## config.mk

```make
export PLATFORM = sky130hd
export DESIGN_NAME = gpc_port
export DESIGN_NICKNAME = d
export VERILOG_FILES = /design/src/gpc_irq_detect.v /design/src/gpc_port.v
export VERILOG_INCLUDE_DIRS = /design/src
export SDC_FILE = /design/constraint.sdc
export NUM_CORES = 1
export LEC_CHECK = 0
export ABC_AREA = 1
export BUFFER_PORTS_ARGS = -buffer_cell sky130_fd_sc_hd__buf_2
export CAP_MARGIN = 20
export CORE_MARGIN = 2
export CORE_UTILIZATION = 45
export CTS_BUF_LIST = sky130_fd_sc_hd__clkbuf_4
export DETAILED_ROUTE_END_ITERATION = 7
export GPL_TIMING_DRIVEN = 0
export PLACE_DENSITY_LB_ADDON = 0.1
export SYNTH_ARGS = -nofsm -noshare
export SYNTH_HDL_FRONTEND = slang
export SYNTH_SLANG_ARGS = --single-unit
export TNS_END_PERCENT = 10
```

## constraint.sdc

```tcl
create_clock -name core_clk_in -period 1.8 [get_ports core_clk_in]
set_input_delay 0.18 -clock core_clk_in [delete_from_list [all_inputs] [get_ports core_clk_in]]
set_output_delay 0.18 -clock core_clk_in [all_outputs]
set_load 0.02 [all_outputs]
```

## src/gpc_consts.vh

```
`ifndef GPC_CONSTS_VH
`define GPC_CONSTS_VH

// register byte offsets within the 4 KB port window
`define GPC_OFF_DIR      12'h400
`define GPC_OFF_ISENSE   12'h404
`define GPC_OFF_IBOTH    12'h408
`define GPC_OFF_IEVENT   12'h40C
`define GPC_OFF_IMASK    12'h410
`define GPC_OFF_IRAW     12'h414
`define GPC_OFF_IMSK_ST  12'h418
`define GPC_OFF_ICLR     12'h41C
`define GPC_OFF_AFSEL    12'h420
`define GPC_OFF_DRV_LO   12'h500
`define GPC_OFF_DRV_MID  12'h504
`define GPC_OFF_DRV_HI   12'h508
`define GPC_OFF_ODRAIN   12'h50C
`define GPC_OFF_PULLUP   12'h510
`define GPC_OFF_PULLDN   12'h514
`define GPC_OFF_SLEW     12'h518
`define GPC_OFF_DEN      12'h51C
`define GPC_OFF_LOCK     12'h520
`define GPC_OFF_COMMIT   12'h524
`define GPC_OFF_ID_BASE  12'hFD0

// data window: offsets below this hit the masked data register
`define GPC_DATA_TOP_BIT 11:10

// identification word count: 8 peripheral then 4 cell
`define GPC_ID_WORDS     4'hC

// reset values
`define GPC_RST_ZERO     8'h00
`define GPC_RST_DRV_LO   8'hFF

// AXI responses
`define GPC_RESP_OKAY    2'b00
`define GPC_RESP_SLVERR  2'b10

`endif

```

## src/gpc_irq_detect.v

```verilog
`timescale 1ns/10ps
`include "gpc_consts.vh"

module gpc_irq_detect #(
    parameter W = 8
) (
    // clock and reset
    input  wire         core_clk_in,
    input  wire         rstn_in,
    // raw pins from outside
    input  wire [W-1:0] pin_in,
    // trigger settings
    input  wire [W-1:0] sense_in,
    input  wire [W-1:0] both_in,
    input  wire [W-1:0] event_in,
    // results
    output wire [W-1:0] level_out,
    output wire [W-1:0] cond_out
);

    genvar i;
    generate
        for (i = 0; i < W; i = i + 1) begin : g_bit
            reg  s1_r;
            reg  s2_r;
            reg  s3_r;
            reg  stab_r;
            wire chg;
            wire edge_hit;
            wire level_hit;

            // stage one feeds only stage two; a change counts once stages two and three agree
            always @(posedge core_clk_in or negedge rstn_in) begin
                if (!rstn_in) begin
                    s1_r   <= 1'b0;
                    s2_r   <= 1'b0;
                    s3_r   <= 1'b0;
                    stab_r <= 1'b0;
                end else begin
                    s1_r <= pin_in[i];
                    s2_r <= s1_r;
                    s3_r <= s2_r;
                    if (s2_r == s3_r) begin
                        stab_r <= s3_r;
                    end
                end
            end

            assign chg       = (s2_r == s3_r) && (s3_r != stab_r);
            assign edge_hit  = both_in[i] ? chg : (chg && (s3_r == event_in[i]));
            assign level_hit = event_in[i] ? stab_r : ~stab_r;
            assign cond_out[i]  = sense_in[i] ? level_hit : edge_hit;
            assign level_out[i] = stab_r;
        end
    endgenerate

endmodule

```

## src/gpc_port.v

```verilog
`timescale 1ns/10ps
`include "gpc_consts.vh"

module gpc_port #(
    parameter       W         = 8,
    parameter [7:0] PROT_MASK = 8'h00,
    // lock key and ident words are arbitrary values
    parameter [31:0] LOCK_KEY  = 32'h0000_5A5A,
    parameter [63:0] PERIPH_ID = 64'h0000_0000_0000_0000,
    parameter [31:0] CELL_ID   = 32'h0000_0000
) (
    // clock and reset
    input  wire         core_clk_in,
    input  wire         rstn_in,
    // axi write address
    input  wire         s_axi_awvalid,
    output wire         s_axi_awready,
    input  wire [11:0]  s_axi_awaddr,
    // axi write data
    input  wire         s_axi_wvalid,
    output wire         s_axi_wready,
    input  wire [31:0]  s_axi_wdata,
    input  wire [3:0]   s_axi_wstrb,
    // axi write response
    output wire         s_axi_bvalid,
    input  wire         s_axi_bready,
    output wire [1:0]   s_axi_bresp,
    // axi read
    input  wire         s_axi_arvalid,
    output wire         s_axi_arready,
    input  wire [11:0]  s_axi_araddr,
    output wire         s_axi_rvalid,
    input  wire         s_axi_rready,
    output wire [31:0]  s_axi_rdata,
    output wire [1:0]   s_axi_rresp,
    // pins
    input  wire [W-1:0] pin_in,
    output wire [W-1:0] pin_out,
    output wire [W-1:0] pin_oe_n_out,
    // alternate function peripheral
    input  wire [W-1:0] alt_out_in,
    input  wire [W-1:0] alt_oe_in,
    output wire [W-1:0] alt_in_out,
    // pad control
    output wire [W-1:0] pull_up_out,
    output wire [W-1:0] pull_down_out,
    output wire [W-1:0] drive_low_out,
    output wire [W-1:0] drive_mid_out,
    output wire [W-1:0] drive_high_out,
    output wire [W-1:0] slew_out,
    output wire [W-1:0] digital_pad_enable_out,
    // interrupt
    output wire         irq_out
);

    // axi state
    reg          awready_r;
    reg          wready_r;
    reg          bvalid_r;
    reg          arready_r;
    reg          rvalid_r;
    reg  [31:0]  rdata_r;
    reg  [1:0]   rresp_r;
    reg  [1:0]   bresp_r;
    reg          aw_hold_r;
    reg          w_hold_r;
    reg  [11:0]  awaddr_r;
    reg  [7:0]   wdata_r;
    reg          wstrb_r;

    // port registers
    reg  [W-1:0] pin_value_reg_r;
    reg  [W-1:0] pin_direction_r;
    reg  [W-1:0] irq_sense_select_r;
    reg  [W-1:0] irq_both_edges_r;
    reg  [W-1:0] irq_event_polarity_r;
    reg  [W-1:0] irq_mask_r;
    reg  [W-1:0] irq_raw_status_r;
    reg  [W-1:0] alt_function_select_r;
    reg  [W-1:0] drive_low_select_r;
    reg  [W-1:0] drive_mid_select_r;
    reg  [W-1:0] drive_high_select_r;
    reg  [W-1:0] open_drain_select_r;
    reg  [W-1:0] pull_up_select_r;
    reg  [W-1:0] pull_down_select_r;
    reg  [W-1:0] slew_control_select_r;
    reg  [W-1:0] digital_pad_enable_r;
    reg          protect_lock_r;
    reg  [W-1:0] protect_commit_r;

    // pin side outputs
    reg  [W-1:0] pin_out_r;
    reg  [W-1:0] pin_oe_n_r;
    reg  [W-1:0] alt_in_r;
    reg          irq_r;

    wire [W-1:0] pin_level;
    wire [W-1:0] irq_cond;
    wire         wr_fire;
    wire         wen;
    wire [7:0]   wd;
    wire [11:0]  wa;
    wire [W-1:0] afsel_ok;
    wire [W-1:0] prot;
    wire [W-1:0] clr_bits;
    reg  [W-1:0] ris_nxt;
    reg  [W-1:0] drv_val;
    reg  [W-1:0] drv_en;
    reg  [7:0]   rd_byte;
    reg          rd_err;
    reg  [11:0]  id_off;
    reg  [7:0]   id_byte;

    // each process keeps its own loop index so no process retriggers another
    integer k, kc, kd;

    gpc_irq_detect #(
        .W (W)
    ) u_detect (
        .core_clk_in (core_clk_in),
        .rstn_in     (rstn_in),
        .pin_in      (pin_in),
        .sense_in    (irq_sense_select_r),
        .both_in     (irq_both_edges_r),
        .event_in    (irq_event_polarity_r),
        .level_out   (pin_level),
        .cond_out    (irq_cond)
    );

    // axi write channel: address and data taken in either order, one write at a time
    assign wr_fire = aw_hold_r & w_hold_r & ~bvalid_r;
    assign wen     = wr_fire & wstrb_r;
    assign wd      = wdata_r;
    assign wa      = {awaddr_r[11:2], 2'b00};

    always @(posedge core_clk_in or negedge rstn_in) begin
        if (!rstn_in) begin
            awready_r <= 1'b1;
            wready_r  <= 1'b1;
            bvalid_r  <= 1'b0;
            bresp_r   <= `GPC_RESP_OKAY;
            aw_hold_r <= 1'b0;
            w_hold_r  <= 1'b0;
            awaddr_r  <= 12'h000;
            wdata_r   <= 8'h00;
            wstrb_r   <= 1'b0;
        end else begin
            if (s_axi_awvalid && awready_r) begin
                aw_hold_r <= 1'b1;
                awready_r <= 1'b0;
                awaddr_r  <= s_axi_awaddr;
            end
            if (s_axi_wvalid && wready_r) begin
                w_hold_r <= 1'b1;
                wready_r <= 1'b0;
                wdata_r  <= s_axi_wdata[7:0];
                wstrb_r  <= s_axi_wstrb[0];
            end
            if (wr_fire) begin
                aw_hold_r <= 1'b0;
                w_hold_r  <= 1'b0;
                bvalid_r  <= 1'b1;
                bresp_r   <= wr_map_ok(wa) ? `GPC_RESP_OKAY : `GPC_RESP_SLVERR;
            end
            if (bvalid_r && s_axi_bready) begin
                bvalid_r  <= 1'b0;
                awready_r <= 1'b1;
                wready_r  <= 1'b1;
            end
        end
    end

    function wr_map_ok;
        input [11:0] a;
        begin
            wr_map_ok = (a[`GPC_DATA_TOP_BIT] == 2'b00) ||
                        (a >= `GPC_OFF_DIR && a <= `GPC_OFF_AFSEL && a != `GPC_OFF_IRAW &&
                         a != `GPC_OFF_IMSK_ST) ||
                        (a >= `GPC_OFF_DRV_LO && a <= `GPC_OFF_COMMIT);
        end
    endfunction

    // protection applies only to the debug pins; others always accept alt select writes
    assign prot     = PROT_MASK[W-1:0];
    assign afsel_ok = ~prot | (protect_commit_r & {W{~protect_lock_r}});
    assign clr_bits = (wen && wa == `GPC_OFF_ICLR) ? wd[W-1:0] : {W{1'b0}};

    // edge hits latch until cleared, a new hit in the clear cycle wins;
    // level hits follow the pin, so a clear has no effect and the bit drops once the level goes away
    always @* begin
        for (k = 0; k < W; k = k + 1) begin
            if (irq_sense_select_r[k]) begin
                ris_nxt[k] = irq_cond[k];
            end else begin
                ris_nxt[k] = irq_cond[k] | (irq_raw_status_r[k] & ~clr_bits[k]);
            end
        end
    end

    always @(posedge core_clk_in or negedge rstn_in) begin
        if (!rstn_in) begin
            // one reset serves power-on and the reset pin alike
            pin_value_reg_r       <= `GPC_RST_ZERO;
            pin_direction_r       <= `GPC_RST_ZERO;
            irq_sense_select_r    <= `GPC_RST_ZERO;
            irq_both_edges_r      <= `GPC_RST_ZERO;
            irq_event_polarity_r  <= `GPC_RST_ZERO;
            irq_mask_r            <= `GPC_RST_ZERO;
            irq_raw_status_r      <= `GPC_RST_ZERO;
            alt_function_select_r <= PROT_MASK;
            digital_pad_enable_r  <= PROT_MASK;
            pull_up_select_r      <= PROT_MASK;
            pull_down_select_r    <= `GPC_RST_ZERO;
            drive_low_select_r    <= `GPC_RST_DRV_LO;
            drive_mid_select_r    <= `GPC_RST_ZERO;
            drive_high_select_r   <= `GPC_RST_ZERO;
            open_drain_select_r   <= `GPC_RST_ZERO;
            slew_control_select_r <= `GPC_RST_ZERO;
            protect_lock_r        <= 1'b1;
            protect_commit_r      <= ~PROT_MASK;
        end else begin
            irq_raw_status_r <= ris_nxt;
            for (kc = 0; kc < W; kc = kc + 1) begin
                if (!pin_direction_r[kc]) begin
                    pin_value_reg_r[kc] <= pin_level[kc] & digital_pad_enable_r[kc];
                end else if (wen && wa[`GPC_DATA_TOP_BIT] == 2'b00 && wa[kc+2]) begin
                    pin_value_reg_r[kc] <= wd[kc];
                end
            end
            if (wen) begin
                case (wa)
                    `GPC_OFF_DIR: begin
                        pin_direction_r <= wd[W-1:0];
                    end
                    `GPC_OFF_ISENSE: begin
                        irq_sense_select_r <= wd[W-1:0];
                    end
                    `GPC_OFF_IBOTH: begin
                        irq_both_edges_r <= wd[W-1:0];
                    end
                    `GPC_OFF_IEVENT: begin
                        irq_event_polarity_r <= wd[W-1:0];
                    end
                    `GPC_OFF_IMASK: begin
                        irq_mask_r <= wd[W-1:0];
                    end
                    `GPC_OFF_AFSEL: begin
                        alt_function_select_r <= (wd[W-1:0] & afsel_ok) |
                                                 (alt_function_select_r & ~afsel_ok);
                    end
                    // one drive strength per pin: picking one drops the other two
                    `GPC_OFF_DRV_LO: begin
                        drive_low_select_r  <= wd[W-1:0];
                        drive_mid_select_r  <= drive_mid_select_r & ~wd[W-1:0];
                        drive_high_select_r <= drive_high_select_r & ~wd[W-1:0];
                    end
                    `GPC_OFF_DRV_MID: begin
                        drive_mid_select_r  <= wd[W-1:0];
                        drive_low_select_r  <= drive_low_select_r & ~wd[W-1:0];
                        drive_high_select_r <= drive_high_select_r & ~wd[W-1:0];
                    end
                    `GPC_OFF_DRV_HI: begin
                        drive_high_select_r <= wd[W-1:0];
                        drive_low_select_r  <= drive_low_select_r & ~wd[W-1:0];
                        drive_mid_select_r  <= drive_mid_select_r & ~wd[W-1:0];
                    end
                    `GPC_OFF_ODRAIN: begin
                        open_drain_select_r <= wd[W-1:0];
                    end
                    `GPC_OFF_PULLUP: begin
                        pull_up_select_r <= wd[W-1:0];
                    end
                    `GPC_OFF_PULLDN: begin
                        pull_down_select_r <= wd[W-1:0];
                    end
                    `GPC_OFF_SLEW: begin
                        slew_control_select_r <= wd[W-1:0];
                    end
                    `GPC_OFF_DEN: begin
                        digital_pad_enable_r <= wd[W-1:0];
                    end
                    `GPC_OFF_COMMIT: begin
                        if (!protect_lock_r) begin
                            protect_commit_r <= (wd[W-1:0] & prot) | ~prot;
                        end
                    end
                    default: begin
                    end
                endcase
            end
            // key compares the low byte only since the bus keeps just wdata[7:0]
            if (wen && wa == `GPC_OFF_LOCK) begin
                protect_lock_r <= (wd != LOCK_KEY[7:0]);
            end
        end
    end

    // pin drive: alternate function or software, open drain only pulls low
    always @* begin
        for (kd = 0; kd < W; kd = kd + 1) begin
            if (alt_function_select_r[kd]) begin
                drv_val[kd] = alt_out_in[kd];
                drv_en[kd]  = alt_oe_in[kd];
            end else begin
                drv_val[kd] = pin_value_reg_r[kd];
                drv_en[kd]  = pin_direction_r[kd];
            end
            drv_en[kd] = drv_en[kd] & digital_pad_enable_r[kd];
            if (open_drain_select_r[kd]) begin
                drv_en[kd]  = drv_en[kd] & ~drv_val[kd];
                drv_val[kd] = 1'b0;
            end
        end
    end

    always @(posedge core_clk_in or negedge rstn_in) begin
        if (!rstn_in) begin
            pin_out_r  <= {W{1'b0}};
            pin_oe_n_r <= {W{1'b1}};
            alt_in_r   <= {W{1'b0}};
            irq_r      <= 1'b0;
        end else begin
            pin_out_r  <= drv_val;
            pin_oe_n_r <= ~drv_en;
            alt_in_r   <= pin_level & digital_pad_enable_r;
            irq_r      <= |(ris_nxt & irq_mask_r);
        end
    end

    // read decode
    always @* begin
        rd_byte = 8'h00;
        rd_err  = 1'b0;
        id_off  = s_axi_araddr - `GPC_OFF_ID_BASE;
        id_byte = 8'h00;
        if (id_off[5:2] < 4'h8) begin
            id_byte = PERIPH_ID[{id_off[4:2], 3'b000} +: 8];
        end else begin
            id_byte = CELL_ID[{id_off[3:2], 3'b000} +: 8];
        end
        if (s_axi_araddr[`GPC_DATA_TOP_BIT] == 2'b00) begin
            rd_byte = pin_value_reg_r & s_axi_araddr[9:2];
        end else if (s_axi_araddr >= `GPC_OFF_ID_BASE && id_off[5:2] < `GPC_ID_WORDS) begin
            rd_byte = id_byte;
        end else begin
            case ({s_axi_araddr[11:2], 2'b00})
                `GPC_OFF_DIR:     rd_byte = pin_direction_r;
                `GPC_OFF_ISENSE:  rd_byte = irq_sense_select_r;
                `GPC_OFF_IBOTH:   rd_byte = irq_both_edges_r;
                `GPC_OFF_IEVENT:  rd_byte = irq_event_polarity_r;
                `GPC_OFF_IMASK:   rd_byte = irq_mask_r;
                `GPC_OFF_IRAW:    rd_byte = irq_raw_status_r;
                `GPC_OFF_IMSK_ST: rd_byte = irq_raw_status_r & irq_mask_r;
                `GPC_OFF_ICLR:    rd_byte = 8'h00;
                `GPC_OFF_AFSEL:   rd_byte = alt_function_select_r;
                `GPC_OFF_DRV_LO:  rd_byte = drive_low_select_r;
                `GPC_OFF_DRV_MID: rd_byte = drive_mid_select_r;
                `GPC_OFF_DRV_HI:  rd_byte = drive_high_select_r;
                `GPC_OFF_ODRAIN:  rd_byte = open_drain_select_r;
                `GPC_OFF_PULLUP:  rd_byte = pull_up_select_r;
                `GPC_OFF_PULLDN:  rd_byte = pull_down_select_r;
                `GPC_OFF_SLEW:    rd_byte = slew_control_select_r;
                `GPC_OFF_DEN:     rd_byte = digital_pad_enable_r;
                `GPC_OFF_LOCK:    rd_byte = {7'h00, protect_lock_r};
                `GPC_OFF_COMMIT:  rd_byte = protect_commit_r;
                default:          rd_err  = 1'b1;
            endcase
        end
    end

    // axi read channel: answer one cycle after the address is taken
    always @(posedge core_clk_in or negedge rstn_in) begin
        if (!rstn_in) begin
            arready_r <= 1'b1;
            rvalid_r  <= 1'b0;
            rdata_r   <= 32'h0000_0000;
            rresp_r   <= `GPC_RESP_OKAY;
        end else begin
            if (s_axi_arvalid && arready_r) begin
                arready_r <= 1'b0;
                rvalid_r  <= 1'b1;
                rdata_r   <= {24'h00_0000, rd_byte};
                rresp_r   <= rd_err ? `GPC_RESP_SLVERR : `GPC_RESP_OKAY;
            end
            if (rvalid_r && s_axi_rready) begin
                rvalid_r  <= 1'b0;
                arready_r <= 1'b1;
            end
        end
    end

    assign s_axi_awready          = awready_r;
    assign s_axi_wready           = wready_r;
    assign s_axi_bvalid           = bvalid_r;
    assign s_axi_bresp            = bresp_r;
    assign s_axi_arready          = arready_r;
    assign s_axi_rvalid           = rvalid_r;
    assign s_axi_rdata            = rdata_r;
    assign s_axi_rresp            = rresp_r;
    assign pin_out                = pin_out_r;
    assign pin_oe_n_out           = pin_oe_n_r;
    assign alt_in_out             = alt_in_r;
    assign pull_up_out            = pull_up_select_r;
    assign pull_down_out          = pull_down_select_r;
    assign drive_low_out          = drive_low_select_r;
    assign drive_mid_out          = drive_mid_select_r;
    assign drive_high_out         = drive_high_select_r;
    assign slew_out               = slew_control_select_r;
    assign digital_pad_enable_out = digital_pad_enable_r;
    assign irq_out                = irq_r;

endmodule

```

## Word-level counts from Yosys, hierarchy flattened

Cells that the tools add are included.

| word-level totals | value |
|---|---|
| bits in registers | 226 |
| output and inout port bits | 122 |
| logic and storage cells | 406 |

| operators by class | value |
|---|---|
| bitwise logic cells | 77 |
| order comparisons | 7 |
| shift operators | 2 |
| mux-type cells | 107 |
| reductions and logical operators | 69 |
| add/sub/neg operators | 1 |
| equal/unequal tests | 70 |

Operators with widths:

| kind | number |
|---|---|
| $eq 10x9->1 const B | 35 |
| $pmux 8 s18 | 1 |
| $mux 1 | 97 |
| $shiftx 64x7->8 const A | 1 |
| $and 8x8->8 | 7 |
| $pmux 8 s2 | 3 |
| $logic_and 1x1->1 | 37 |
| $and 1x1->1 | 35 |
| $mux 8 | 4 |
| $shiftx 32x6->8 const A | 1 |
| $reduce_and 2->1 | 14 |
| $not 1->1 | 25 |
| $ge 12x11->1 const B | 2 |
| $le 12x11->1 const B | 2 |
| $ne 10x9->1 const B | 2 |
| $reduce_or 19->1 | 1 |
| $reduce_bool 2->1 | 9 |
| $eq 1x1->1 | 16 |
| $ne 2x1->1 const B | 8 |
| $not 8->8 | 2 |
| $ge 12x12->1 const B | 1 |
| $lt 4x4->1 const B | 2 |
| $ne 1x1->1 | 8 |
| $ne 8x7->1 const B | 1 |
| 7 further kinds | 19 |

## Logic depth before layout (Yosys ltp)

Gate-level depths: netlist of the first run.

| depth | value |
|---|---|
| depth after elaboration | 11 |
| depth in mapped cells | 13 |

## Modules after synthesis

A second synthesis of the first run with hierarchy kept.

| second synthesis, totals | value |
|---|---|
| cells, all modules | 1340 |
| area, all modules | 10732.8 µm² |

Modules (own cells, without submodules):

| module | area an instance (µm²) | cells an instance | sequential area each (µm²) | times used |
|---|---|---|---|---|
| gpc_port | 9221.3 | 1151 | 4779.6 | 1 |
| gpc_irq_detect | 1511.4 | 189 | 800.8 | 1 |

## Worst setup path before layout of the first run

No wires, ideal clock.

| timing | value |
|---|---|
| kind | reg-to-reg |
| start | register bvalid_r, in the netlist s_axi_bvalid |
| end | register pull_up_select_r[2], in the netlist pull_up_out[2] |
| data arrival time | 1629 ps |
| required time | 1682 ps |
| library setup time | 118 ps |
| cell stages (with the launch flop) | 10 |
| setup slack | 54 ps |
| period minus slack after synthesis | 1746 ps |
| cells stage by stage | dfrtp_1 > inv_1 > nand4_4 > nor3_2 > nand2_1 > nor2_2 > buf_2 > nor2_1 > a21oi_1 > inv_1 |

| between the ends | value |
|---|---|
| cells in the longest elaborated chain, start to end | 4 |

Ends and longest elaborated chain:

| what | line | RTL |
|---|---|---|
| start, declared | gpc_port.v:59 | `reg bvalid_r;` |
| start signal, assigned | gpc_port.v:140 | `bvalid_r <= 1'b0;` |
| start signal, assigned | gpc_port.v:162 | `bvalid_r <= 1'b1;` |
| start signal, assigned | gpc_port.v:166 | `bvalid_r <= 1'b0;` |
| $not 1->1 | gpc_port.v:131 | `assign wr_fire = aw_hold_r & w_hold_r & ~bvalid_r;` |
| $and 1x1->1 | gpc_port.v:131 |  |
| $and 1x1->1 | gpc_port.v:132 | `assign wen = wr_fire & wstrb_r;` |
| $reduce_and 2->1 (no line) | - |  |
| end signal, assigned | gpc_port.v:271 | `pull_up_select_r <= wd[W-1:0];` |
| end, declared | gpc_port.v:84 | `reg [W-1:0] pull_up_select_r;` |

No other way between the ends.
A chain may end at the register's enable or synchronous reset.

## Final worst setup path of the first run

| timing | value |
|---|---|
| start | register bvalid_r, in the netlist s_axi_bvalid |
| end | register pull_up_select_r[3], in the netlist pull_up_out[3] |

The elaborated chain is that of the path after synthesis.

==> results.py, run 1 <==
metrics = {
    "global_route": {
        "grt_first_pass_wirelength_mm": 58.6,
        "grt_start_max_net_pins": 79,
        "grtUsageTotal": 0.322,
        "globalRouteOverflowTotal": 0,
        "grt_pass1_vias": 10102,
        "grt_antenna_before_repair": 1,
    },
    "setup_path": {
        "setup.worst_path.end_class": "flip-flop",
        "cp.arrival_ns": 2.43,
        "critPathKind": "reg -> reg",
        "element_type_at_the_critical_path_start": "flip-flop",
        "cp_required_ns": 2.41,
        "cp_max_fo": 6,
    },
    "die": {
        "top_level_ports": 213,
        "placement_row_count": 56,
        "die_w_um": 158,
        "core_area_um2": 23400,
        "die_area_um2": 25000,
        "start_util": 0.456,
        "die_height_um": 158,
    },
    "clock_network": {
        "clk_latency_ns": 0.70,
        "clkSinkCount": 222,
        "clk_transition_reported_paths_ns": 0.07,
        "tritoncts.num_buffers": 60,
        "cts_buffer_depth": 3,
        "clock_tree.root_cell": "sky130_fd_sc_hd__clkbuf_4",
        "cts_tree": "built",
        "cts.htree.levels": 2,
    },
    "placement": {
        "place.gp.congestion": 0.960,
        "count_of_input_and_output_buffers": 154,
        "place_area_um2": 12000,
        "dp_slack_ns": -0.498,
        "place_hpwl_mm": 29.7,
    },
    "timing": {
        "postLayoutSetupSlackWorst_ns": -0.0240,
        "fin_worst_skew_ns": 0.0372,
        "max_freq_mhz": 548,
        "fin_worst_hold_slack_ns": 0.0190,
        "layout_min_cycle_time_ns": 1.82,
        "final-max-slew-violation-count": 0,
        "finalSetupViolCount": 6,
        "final-hold-violation-count": 0,
        "slew_headroom": 0.535,
        "max_slew.worst_pin.slew_ns": 0.695,
        "post-route-period-util": 1.01,
        "grt_setup_unrepaired": "true",
    },
    "cells_and_area": {
        "regMostFlops": "awaddr_r",
        "finalInstanceArea_um2": 13900,
        "layout.cells.most_common": "sky130_fd_sc_hd__nand2_1",
        "most-common-layout-cells": "sky130_fd_sc_hd__nand2_1, sky130_fd_sc_hd__dfrtp_1, sky130_fd_sc_hd__buf_2, sky130_fd_sc_hd__nor2_1, sky130_fd_sc_hd__inv_1",
        "synthToLayoutAreaGrowth_pct": 30.6,
        "fillerInstances": 2265,
        "largest_reg_flops": 10,
        "drive_above_1_share": 0.260,
        "final_net_count": 1741,
    },
    "synthesis": {
        "muxShareOfSynthArea": 0.00937,
        "synth_top_family_by_area": "simple AND/OR/NAND/NOR gates",
        "synthDistinctLibCells": 44,
        "cell_count_after_synthesis": 1319,
        "postSynthAreaPerCell_um2": 8.10,
        "async_flop_share": 1.00,
        "yosys_register_bits": 222,
        "synth-compound-area-share": 0.115,
        "fraction_of_the_mapped_netlist_area_in_simple_logic_gates": 0.271,
        "post_synth_xor_area_fraction": 0.00246,
        "synth-main-ff-cell": "sky130_fd_sc_hd__dfrtp_1",
        "synth_adder_area_share": 0,
        "synth_sequential_area_ratio": 0.523,
        "yosys_warnings": 0,
        "synth_enable_flop_cells": 0,
        "post_synth_instance_area_um2": 10700,
    },
    "min_path": {
        "timing.hold.worst.class": "in -> async",
    },
    "run_status": {
        "status": "finished with violations",
        "failed_checks": "setup timing",
    },
    "detailed_routing": {
        "drt_wl_total_mm": 40.1,
        "avgViaCountPerCell": 5.21,
        "drt.antenna.violating_nets": 0,
        "post_drt_wl_per_cell_um": 19.9,
        "firstDrtPassIters": 5,
        "detailroute.via_count": 10515,
        "drt_drc_violations_left": 0,
        "drtIter0Drc": 956,
    },
    "pwr": {
        "p_per_area_nw_per_um2": 1040,
        "irDropWorstVdd_mv": 0.708,
        "leakagePower_nw": 7.12,
    },
    "flow_run": {
        "max_cap_viol_count": 0,
    },
}
==> critical path: stages (launching register included) <==
cell	delay, ns
sky130_fd_sc_hd__dfrtp_1	0.40
sky130_fd_sc_hd__inv_2	0.10
sky130_fd_sc_hd__nand4_4	0.09
sky130_fd_sc_hd__buf_12	0.17
sky130_fd_sc_hd__nor3_4	0.25
sky130_fd_sc_hd__nand2_2	0.10
sky130_fd_sc_hd__nor2_4	0.20
sky130_fd_sc_hd__buf_6	0.17
sky130_fd_sc_hd__buf_6	0.13
sky130_fd_sc_hd__a21oi_2	0.05
sky130_fd_sc_hd__inv_1	0.07
==> worst paths after layout <==
kind	startpoint	endpoint	slack [ns]	cells past startpoint
worst max-delay path	s_axi_bvalid$_DFFE_PN0P_	pull_up_out[3]$_DFFE_PN0P_	-0.02	10
worst min-delay path	rstn_in	u_detect.g_bit[3].s3_r$_DFF_PN0_	0.02	2
worst max register to register	s_axi_bvalid$_DFFE_PN0P_	pull_up_out[3]$_DFFE_PN0P_	-0.02	10
worst min register to register	u_detect.g_bit[1].s1_r$_DFF_PN0_	u_detect.g_bit[1].s2_r$_DFF_PN0_	0.35	0
max in group asynchronous	rstn_in	drive_low_out[7]$_DFFE_PN1P_	0.55	4
min in group core_clk_in	s_axi_araddr[7]	s_axi_rdata[5]$_DFFE_PN0P_	0.04	5
==> timing repair <==
action / 4_1_cts / 5_1_grt
hold buffers: 58 / 0
resized for setup: 52 / 70
setup endpoints to repair: 125 / 112
pin swaps: 7 / 10
endpoints found under the hold margin: 205 / 0
buffers inserted: 10 / 22
==> per-stage QoR <==
step                power [mW]  cells  setup TNS, ns  utilization
global route              15.3   2018          -2.83        0.596
finish                    14.5   2018        -0.0410        0.596
floorplan                 7.87   1344              0            -
CTS                       14.3   1995         -0.182        0.581
global placement          9.34   1817        -745.54        0.510
detailed placement        9.39   1819         -29.34        0.513
==> where the power goes <==
part	switching (mW)	internal, mW	total, mW
clock network	2.12	2.44	4.56
logic	2.57	1.12	3.69
registers	0.690	5.60	6.29
total	5.38	9.15	14.5
==> logic make-up (layout without fill, tap and decap cells) <==
group                  count (synthesis)  after routing
multiplexers                          10             10
flip-flops                           222            222
XOR/XNOR                               3              3
AO/OA/AOI/OAI                        220            220
buffers and inverters                197            551
AND/OR/NAND/NOR                      666            666
other                                  1             27
==> metal layers <==
metal | wire length, µm | GRT usage | part of all wire | vias to the layer above
li1 | - | - | - | 4953
met5 | 0 | 0 | 0 | -
met3 | 3450 | 0.0821 | 0.086 | 93
met1 | 16600 | 0.416 | 0.41 | 4994
met2 | 18200 | 0.511 | 0.45 | 475
met4 | 1820 | 0.146 | 0.045 | 0
==> synth_stat cells, types with 2 or more instances <==
| cell type | instances | area (µm²) |
|---|---|---|
| sky130_fd_sc_hd__a211oi_1 | 3 | 22.5 |
| sky130_fd_sc_hd__a21boi_0 | 8 | 60.1 |
| sky130_fd_sc_hd__a21oi_1 | 38 | 190 |
| sky130_fd_sc_hd__a31oi_1 | 10 | 62.6 |
| sky130_fd_sc_hd__and2_1 | 3 | 18.8 |
| sky130_fd_sc_hd__and3_1 | 2 | 12.5 |
| sky130_fd_sc_hd__buf_2 | 7 | 35.0 |
| sky130_fd_sc_hd__buf_4 | 26 | 195 |
| sky130_fd_sc_hd__clkbuf_1 | 21 | 78.8 |
| sky130_fd_sc_hd__clkinv_1 | 3 | 11.3 |
| sky130_fd_sc_hd__dfrtp_1 | 202 | 5050 |
| sky130_fd_sc_hd__dfstp_2 | 20 | 526 |
| sky130_fd_sc_hd__inv_1 | 134 | 503 |
| sky130_fd_sc_hd__inv_2 | 5 | 18.8 |
| sky130_fd_sc_hd__mux2i_1 | 10 | 100 |
| sky130_fd_sc_hd__nand2_1 | 345 | 1290 |
| sky130_fd_sc_hd__nand2_2 | 4 | 25.0 |
| sky130_fd_sc_hd__nand3_1 | 101 | 505 |
| sky130_fd_sc_hd__nand3_2 | 4 | 40.0 |
| sky130_fd_sc_hd__nand3b_1 | 3 | 22.5 |
| sky130_fd_sc_hd__nand4_1 | 22 | 138 |
| sky130_fd_sc_hd__nor2_1 | 136 | 510 |
| sky130_fd_sc_hd__nor2_2 | 8 | 50.1 |
| sky130_fd_sc_hd__nor2_4 | 4 | 45.0 |
| sky130_fd_sc_hd__nor3_1 | 19 | 95.1 |
| sky130_fd_sc_hd__nor4_1 | 2 | 12.5 |
| sky130_fd_sc_hd__o211a_1 | 10 | 100 |
| sky130_fd_sc_hd__o21ai_0 | 138 | 691 |
| sky130_fd_sc_hd__o21ai_1 | 4 | 20.0 |
| sky130_fd_sc_hd__o21ai_2 | 3 | 26.3 |
| sky130_fd_sc_hd__o22ai_1 | 2 | 12.5 |
| sky130_fd_sc_hd__or2_2 | 8 | 50.1 |
| sky130_fd_sc_hd__xor2_1 | 3 | 26.3 |
==> layout make-up <==
cell class | instances | area, µm² | share of cell area
Sequential cell | 222 | 5590 | 0.401
Timing Repair Buffer | 246 | 1700 | 0.122
Inverter | 142 | 537 | 0.0385
Clock buffer | 98 | 736 | 0.0528
Clock inverter | 12 | 45.0 | 0.00323
Multi-Input combinational cell | 925 | 4570 | 0.328
Antenna cell | 1 | 2.50 | 0.000179
Tap cell | 319 | 399 | 0.0286
Buffer | 53 | 373 | 0.0267
No activity file was read; power rests on OpenSTA's default activity.
==> run 2: changes to the inputs <==
Settings changed: ABC_AREA 1 to 0.
==> run 2 against run 1 <==
Effect of this change:
- the run still ends with setup timing left
- clock skew rose by 0.023 ns
- sequential cell count unchanged
- sequential power is 4.3% higher
- first-iteration DRC count shrank 8.2%
- clock-buffer cell count shrank 6
- power rose by 1.9%
- critical path depth shrank 3
- synthesized area is 0.56% higher
- global-route usage is 0.71 points lower
- synthesized cell count down 25%
- design area up 3.6%
- setup slack got worse by 0.60 ns
- critical endpoint is now pull_up_out[6]$_DFFE_PN0P_
- largest power group unchanged
==> results.py, run 2 <==
metrics = {
    "setup_path": {
        "element_type_at_the_critical_path_start": "flip-flop",
        "cp_max_fo": 10,
        "cp.arrival_ns": 3.00,
        "critPathKind": "reg -> reg",
        "setup.worst_path.end_class": "flip-flop",
        "cp_required_ns": 2.37,
    },
    "global_route": {
        "grt_start_max_net_pins": 94,
        "grt_pass1_vias": 9144,
        "globalRouteOverflowTotal": 0,
        "grt_antenna_before_repair": 1,
        "grt_first_pass_wirelength_mm": 57.0,
        "grtUsageTotal": 0.315,
    },
    "run_status": {
        "failed_checks": "setup timing",
        "status": "finished with violations",
    },
    "clock_network": {
        "clkSinkCount": 222,
        "cts.htree.levels": 2,
        "tritoncts.num_buffers": 59,
        "clk_latency_ns": 0.73,
        "clock_tree.root_cell": "sky130_fd_sc_hd__clkbuf_4",
        "cts_buffer_depth": 3,
        "cts_tree": "built",
        "clk_transition_reported_paths_ns": 0.06,
    },
    "placement": {
        "place.gp.congestion": 0.968,
        "count_of_input_and_output_buffers": 153,
        "place_hpwl_mm": 26.7,
        "place_area_um2": 12100,
    },
    "detailed_routing": {
        "drt.antenna.violating_nets": 0,
        "drt_wl_total_mm": 39.7,
        "detailroute.via_count": 9705,
        "drtIter0Drc": 878,
        "drt_drc_violations_left": 0,
        "avgViaCountPerCell": 5.70,
        "post_drt_wl_per_cell_um": 23.3,
        "firstDrtPassIters": 7,
    },
    "die": {
        "start_util": 0.457,
        "die_w_um": 158,
        "die_area_um2": 25100,
        "placement_row_count": 56,
        "die_height_um": 158,
        "core_area_um2": 23500,
        "top_level_ports": 213,
    },
    "timing": {
        "max_slew.worst_pin.slew_ns": 1.10,
        "final-max-slew-violation-count": 0,
        "max_freq_mhz": 413,
        "post-route-period-util": 1.35,
        "fin_worst_hold_slack_ns": 0.0852,
        "slew_headroom": 0.265,
        "finalSetupViolCount": 128,
        "postLayoutSetupSlackWorst_ns": -0.623,
        "fin_worst_skew_ns": 0.0600,
        "grt_setup_unrepaired": "true",
        "layout_min_cycle_time_ns": 2.42,
        "final-hold-violation-count": 0,
    },
    "synthesis": {
        "synthMostInstantiatedCell": "sky130_fd_sc_hd__dfrtp_1",
        "netlist.area_leader.share": 0.471,
        "synth_top_cells_by_area": "sky130_fd_sc_hd__dfrtp_1, sky130_fd_sc_hd__mux2_2, sky130_fd_sc_hd__dfstp_2",
        "async_flop_share": 1.00,
        "synth.cells.most_frequent": "sky130_fd_sc_hd__dfrtp_1, sky130_fd_sc_hd__nand2_1, sky130_fd_sc_hd__mux2_2",
        "postSynthAreaPerCell_um2": 10.8,
        "post_synth_instance_area_um2": 10700,
        "yosys_register_bits": 222,
        "yosys_warnings": 0,
        "synth-main-ff-cell": "sky130_fd_sc_hd__dfrtp_1",
        "synth_enable_flop_cells": 0,
        "cell_count_after_synthesis": 993,
        "synthDistinctLibCells": 71,
        "synth_sequential_area_ratio": 0.520,
        "synth_top_area_cell": "sky130_fd_sc_hd__dfrtp_1",
    },
    "pwr": {
        "irDropWorstVdd_mv": 0.646,
        "leakagePower_nw": 6.74,
        "p_per_area_nw_per_um2": 1020,
    },
    "flow_run": {
        "max_cap_viol_count": 0,
    },
    "cells_and_area": {
        "most-common-layout-cells": "sky130_fd_sc_hd__dfrtp_1, sky130_fd_sc_hd__buf_2, sky130_fd_sc_hd__nand2_1, sky130_fd_sc_hd__clkbuf_4, sky130_fd_sc_hd__dlygate4sd3_1",
        "synthToLayoutAreaGrowth_pct": 34.5,
        "largest_reg_flops": 10,
        "final_net_count": 1429,
        "drive_above_1_share": 0.375,
        "layout.cells.most_common": "sky130_fd_sc_hd__dfrtp_1",
        "finalInstanceArea_um2": 14400,
        "regMostFlops": "awaddr_r",
    },
    "min_path": {
        "timing.hold.worst.class": "in -> reg",
    },
}
-- run 2: final timing paths --
kind                       slack [ns]  cells after the start                          endpoint                             start
max                             -0.62                      7        pull_up_out[6]$_DFFE_PN0P_           awaddr_r[9]$_DFFE_PN0P_
min                              0.09                      2  u_detect.g_bit[3].s1_r$_DFF_PN0_                         pin_in[3]
max reg2reg                     -0.62                      7        pull_up_out[6]$_DFFE_PN0P_           awaddr_r[9]$_DFFE_PN0P_
max in group asynchronous        0.39                      4      drive_low_out[6]$_DFFE_PN1P_                           rstn_in
min in group asynchronous        0.51                      3  u_detect.g_bit[3].s1_r$_DFF_PN0_                           rstn_in
min reg2reg                      0.35                      0  u_detect.g_bit[4].s2_r$_DFF_PN0_  u_detect.g_bit[4].s1_r$_DFF_PN0_
-- run 2: logic make-up (layout without fill, tap and decap cells) --
family / after synthesis / in the layout / share of synthesized area
XOR/XNOR: 8 / 8 / 0.00653
adder cells (fa/ha/maj): 8 / 8 / 0.00746
flip-flops: 222 / 222 / 0.520
AO/OA/AOI/OAI: 212 / 212 / 0.131
other: 1 / 27 / 0.000349
multiplexers: 141 / 141 / 0.147
buffers and inverters: 86 / 450 / 0.0416
AND/OR/NAND/NOR: 315 / 315 / 0.146
-- run 2: area by class of cell --
| type | instances | area (µm²) |
|---|---|---|
| clock inverters | 13 | 57.6 |
| fillers | 1976 | 9020 |
| diodes | 1 | 2.50 |
| well taps | 319 | 399 |
| flip-flops and latches | 222 | 5580 |
| multi-input cells | 710 | 5310 |
| inverters | 15 | 56.3 |
| clock buffers | 92 | 691 |
| plain buffers | 69 | 432 |
| repair buffers | 261 | 1920 |
-- run 2: through the flow --
| stage | setup slack [ns] | cells | setup TNS [ns] | utilization | total power [mW] |
|---|---|---|---|---|---|
| global placement | -3.43 | 1490 | -836.73 | 0.512 | 9.78 |
| CTS | -0.593 | 1689 | -35.44 | 0.602 | 14.7 |
| detailed placement | -1.47 | 1495 | -103.02 | 0.516 | 9.83 |
| global route | -0.675 | 1702 | -52.40 | 0.616 | 15.5 |
| finish | -0.623 | 1702 | -40.44 | 0.616 | 14.8 |
| floorplan | -0.461 | 1018 | -26.31 | - | 8.34 |
-- run 2: timing repair --
item | CTS | global route
hold endpoints to repair | 260 | 0
setup endpoints to repair | 137 | 136
resized for setup | 101 | 52
buffers inserted | 27 | 12
pin swaps | 27 | 23
hold buffers | 64 | 0
-- run 2: layer usage --
metal  track usage  vias to the layer above  share of wire
met5             0                        -              0
met1         0.439                     4781           0.42
met3        0.0667                       91          0.091
li1              -                     4319              -
met2         0.476                      514           0.44
met4         0.136                        0          0.042
-- run 2: power breakdown --
group | leakage [nW] | internal (mW) | switching (mW)
combinational | 3.46 | 1.40 | 2.42
sequential | 2.83 | 5.64 | 0.916
clock | 0.446 | 2.30 | 2.12
total | 6.74 | 9.35 | 5.46
-- run 2: worst max-delay path: stages, from the launching register on --
cell	delay [ns]
sky130_fd_sc_hd__dfrtp_1	0.42
sky130_fd_sc_hd__nor4_4	0.36
sky130_fd_sc_hd__nand3_2	0.18
sky130_fd_sc_hd__or3_4	0.38
sky130_fd_sc_hd__buf_8	0.14
sky130_fd_sc_hd__or3_4	0.37
sky130_fd_sc_hd__buf_12	0.17
sky130_fd_sc_hd__mux2_4	0.29
==> run 3: changes to the inputs <==
Clock period 1.8 ns to 3.1 ns, I/O delays scaled along.
==> run 3 against run 2 <==
Effect of this change:
- the run ends with DRC left
- register-to-register slack improved by 0.85 ns
- global-route usage is 0.40 points lower
- clock power is 41% lower
- die area did not move
- clock-buffer cell count increased by 3
- wire length decreased by 2.5%
- worst hold slack lost 0.064 ns
- sequential share of layout area grew 2.8 points
- critical path type unchanged
- largest power group unchanged
==> results.py, run 3 (synthesis results as in run 2) <==
metrics = {
    "setup_path": {
        "element_type_at_the_critical_path_start": "flip-flop",
        "worstSetupStartpoint": "awaddr_r[11]$_DFFE_PN0P_",
        "setup.worst_path.end_class": "flip-flop",
        "critPathKind": "reg -> reg",
        "cp.arrival_ns": 3.44,
        "cp_max_fo": 8,
        "r2r-end": "pull_down_out[1]$_DFFE_PN0P_",
        "r2r_slack_ns": 0.22,
        "reg2regPathDepth": 6,
        "worstSetupEndpoint": "pull_down_out[1]$_DFFE_PN0P_",
        "crit-reg2reg-launch": "awaddr_r[11]$_DFFE_PN0P_",
        "cp_required_ns": 3.66,
    },
    "run_status": {
        "status": "finished with violations",
        "failed_checks": "DRC",
    },
    "detailed_routing": {
        "detailroute.via_count": 9345,
        "drtIter0Drc": 800,
        "drt_drc_violations_left": 2,
        "drt.antenna.violating_nets": 0,
        "avgViaCountPerCell": 5.62,
        "drt_wl_total_mm": 38.7,
        "post_drt_wl_per_cell_um": 23.3,
        "firstDrtPassIters": 8,
    },
    "clock_network": {
        "clk_latency_ns": 0.70,
        "clock_tree.root_cell": "sky130_fd_sc_hd__clkbuf_4",
        "clkSinkCount": 222,
        "cts.htree.levels": 2,
        "cts_buffer_depth": 3,
        "cts_tree": "built",
        "clk_transition_reported_paths_ns": 0.06,
        "tritoncts.num_buffers": 60,
    },
    "min_path": {
        "timing.hold.worst.class": "in -> reg",
    },
    "cells_and_area": {
        "synthToLayoutAreaGrowth_pct": 25.3,
        "layout.core_utilization": 0.573,
        "largest_reg_flops": 10,
        "layout.cells.most_common": "sky130_fd_sc_hd__dfrtp_1",
        "stdcell_count": 1663,
        "drive_above_1_share": 0.327,
        "most-common-layout-cells": "sky130_fd_sc_hd__dfrtp_1, sky130_fd_sc_hd__buf_2, sky130_fd_sc_hd__nand2_1, sky130_fd_sc_hd__mux2_2, sky130_fd_sc_hd__clkbuf_4",
        "final_net_count": 1386,
        "regMostFlops": "awaddr_r",
    },
    "timing": {
        "max_slew.worst_pin.slew_ns": 1.10,
        "post-route-period-util": 0.928,
        "postLayoutSetupSlackWorst_ns": 0.222,
        "final-max-slew-violation-count": 0,
        "layout_min_cycle_time_ns": 2.88,
        "slew_headroom": 0.263,
        "grt_setup_unrepaired": "false",
        "final-hold-violation-count": 0,
        "max_freq_mhz": 347,
        "fin_worst_skew_ns": 0.0299,
        "fin_worst_hold_slack_ns": 0.0216,
        "finalSetupViolCount": 0,
    },
    "pwr": {
        "power.share.clock": 0.309,
        "share_comb_of_total_power": 0.242,
        "seqPwrFrac": 0.449,
        "irDropWorstVdd_mv": 0.348,
        "power.switching_fraction": 0.362,
        "p_per_area_nw_per_um2": 626,
        "total_switching_power_mw": 3.05,
        "leakagePower_nw": 6.27,
        "cellInternalPower_mw": 5.37,
    },
    "global_route": {
        "grt_first_pass_wirelength_mm": 55.9,
        "grt_antenna_before_repair": 3,
        "globalRouteOverflowTotal": 0,
        "grt_start_max_net_pins": 95,
        "grtUsageTotal": 0.311,
        "grt_pass1_vias": 8939,
    },
    "placement": {
        "post-place-cells": 1495,
        "place.gp.congestion": 0.981,
        "count_of_input_and_output_buffers": 153,
        "dp_slack_ns": 0.154,
        "place_hpwl_mm": 28.4,
    },
    "die": {
        "placement_row_count": 56,
        "start_util": 0.457,
        "die_w_um": 158,
        "die_area_um2": 25100,
        "top_level_ports": 213,
        "core_area_um2": 23500,
        "die_height_um": 158,
    },
    "flow_run": {
        "max_cap_viol_count": 0,
    },
}
[run 3: worst min-delay path by stage]
stage,to,cells after the start,start,slack [ns]
6_report,pin_out[1]$_DFF_PN0_,3,alt_out_in[1],0.02
5_1_grt,pin_out[1]$_DFF_PN0_,3,alt_out_in[1],0.02
4_1_cts,pin_out[1]$_DFF_PN0_,3,alt_out_in[1],0.006
3_5_place_dp,u_detect.g_bit[4].s1_r$_DFF_PN0_,1,rstn_in,0.23
3_3_place_gp,u_detect.g_bit[7].s2_r$_DFF_PN0_,0,u_detect.g_bit[7].s1_r$_DFF_PN0_,0.33
2_1_floorplan,alt_function_select_r[0]$_DFFE_PN0P_,0,rstn_in,0.01
[run 3: final cells by class]
class | instances | area (µm²)
Sequential cell | 222 | 5580
Fill cell | 2118 | 10000
Multi-Input combinational cell | 710 | 4820
Antenna cell | 2 | 5.00
Inverter | 15 | 56.3
Clock buffer | 95 | 713
Tap cell | 319 | 399
Timing Repair Buffer | 215 | 1430
Clock inverter | 14 | 65.1
Buffer | 71 | 390
[run 3: stage by stage]
stage	power (mW)	instance area, µm²	setup TNS (ns)
floorplan	4.84	10800	0
global placement	5.72	12000	-460.57
detailed placement	5.75	12100	0
CTS	8.45	13400	0
global route	8.87	13500	0
finish	8.43	13500	0
[run 3: power by group through the flow]
stage	sequential, mW	combinational (mW)	clock (mW)
2_1_floorplan	3.82	1.02	0
3_3_place_gp	3.81	1.91	0
3_5_place_dp	3.81	1.94	0
4_1_cts	3.77	2.01	2.67
5_1_grt	3.83	2.19	2.84
6_report	3.78	2.04	2.61
[run 3: what timing repair did]
action	in CTS	in global routing
endpoints found under the setup margin	0	6
buffers inserted	0	0
gates resized for setup	0	1
hold endpoints to repair	176	0
hold buffers	57	0
[run 3: layer usage]
layer / wire length [µm] / vias up / track usage / part of all wire
li1: - / 4208 / - / -
met1: 17400 / 4639 / 0.443 / 0.45
met2: 17100 / 426 / 0.467 / 0.44
met3: 3200 / 72 / 0.0729 / 0.083
met4: 1000 / 0 / 0.105 / 0.026
met5: 0 / - / 0 / 0
[run 3: critical path: stages, from the launching register on]
cell	delay, ns
sky130_fd_sc_hd__dfrtp_1	0.44
sky130_fd_sc_hd__nor4_4	0.46
sky130_fd_sc_hd__nand3_2	0.20
sky130_fd_sc_hd__or3_1	0.33
sky130_fd_sc_hd__clkbuf_2	0.16
sky130_fd_sc_hd__nor2_2	0.74
sky130_fd_sc_hd__mux2_2	0.41
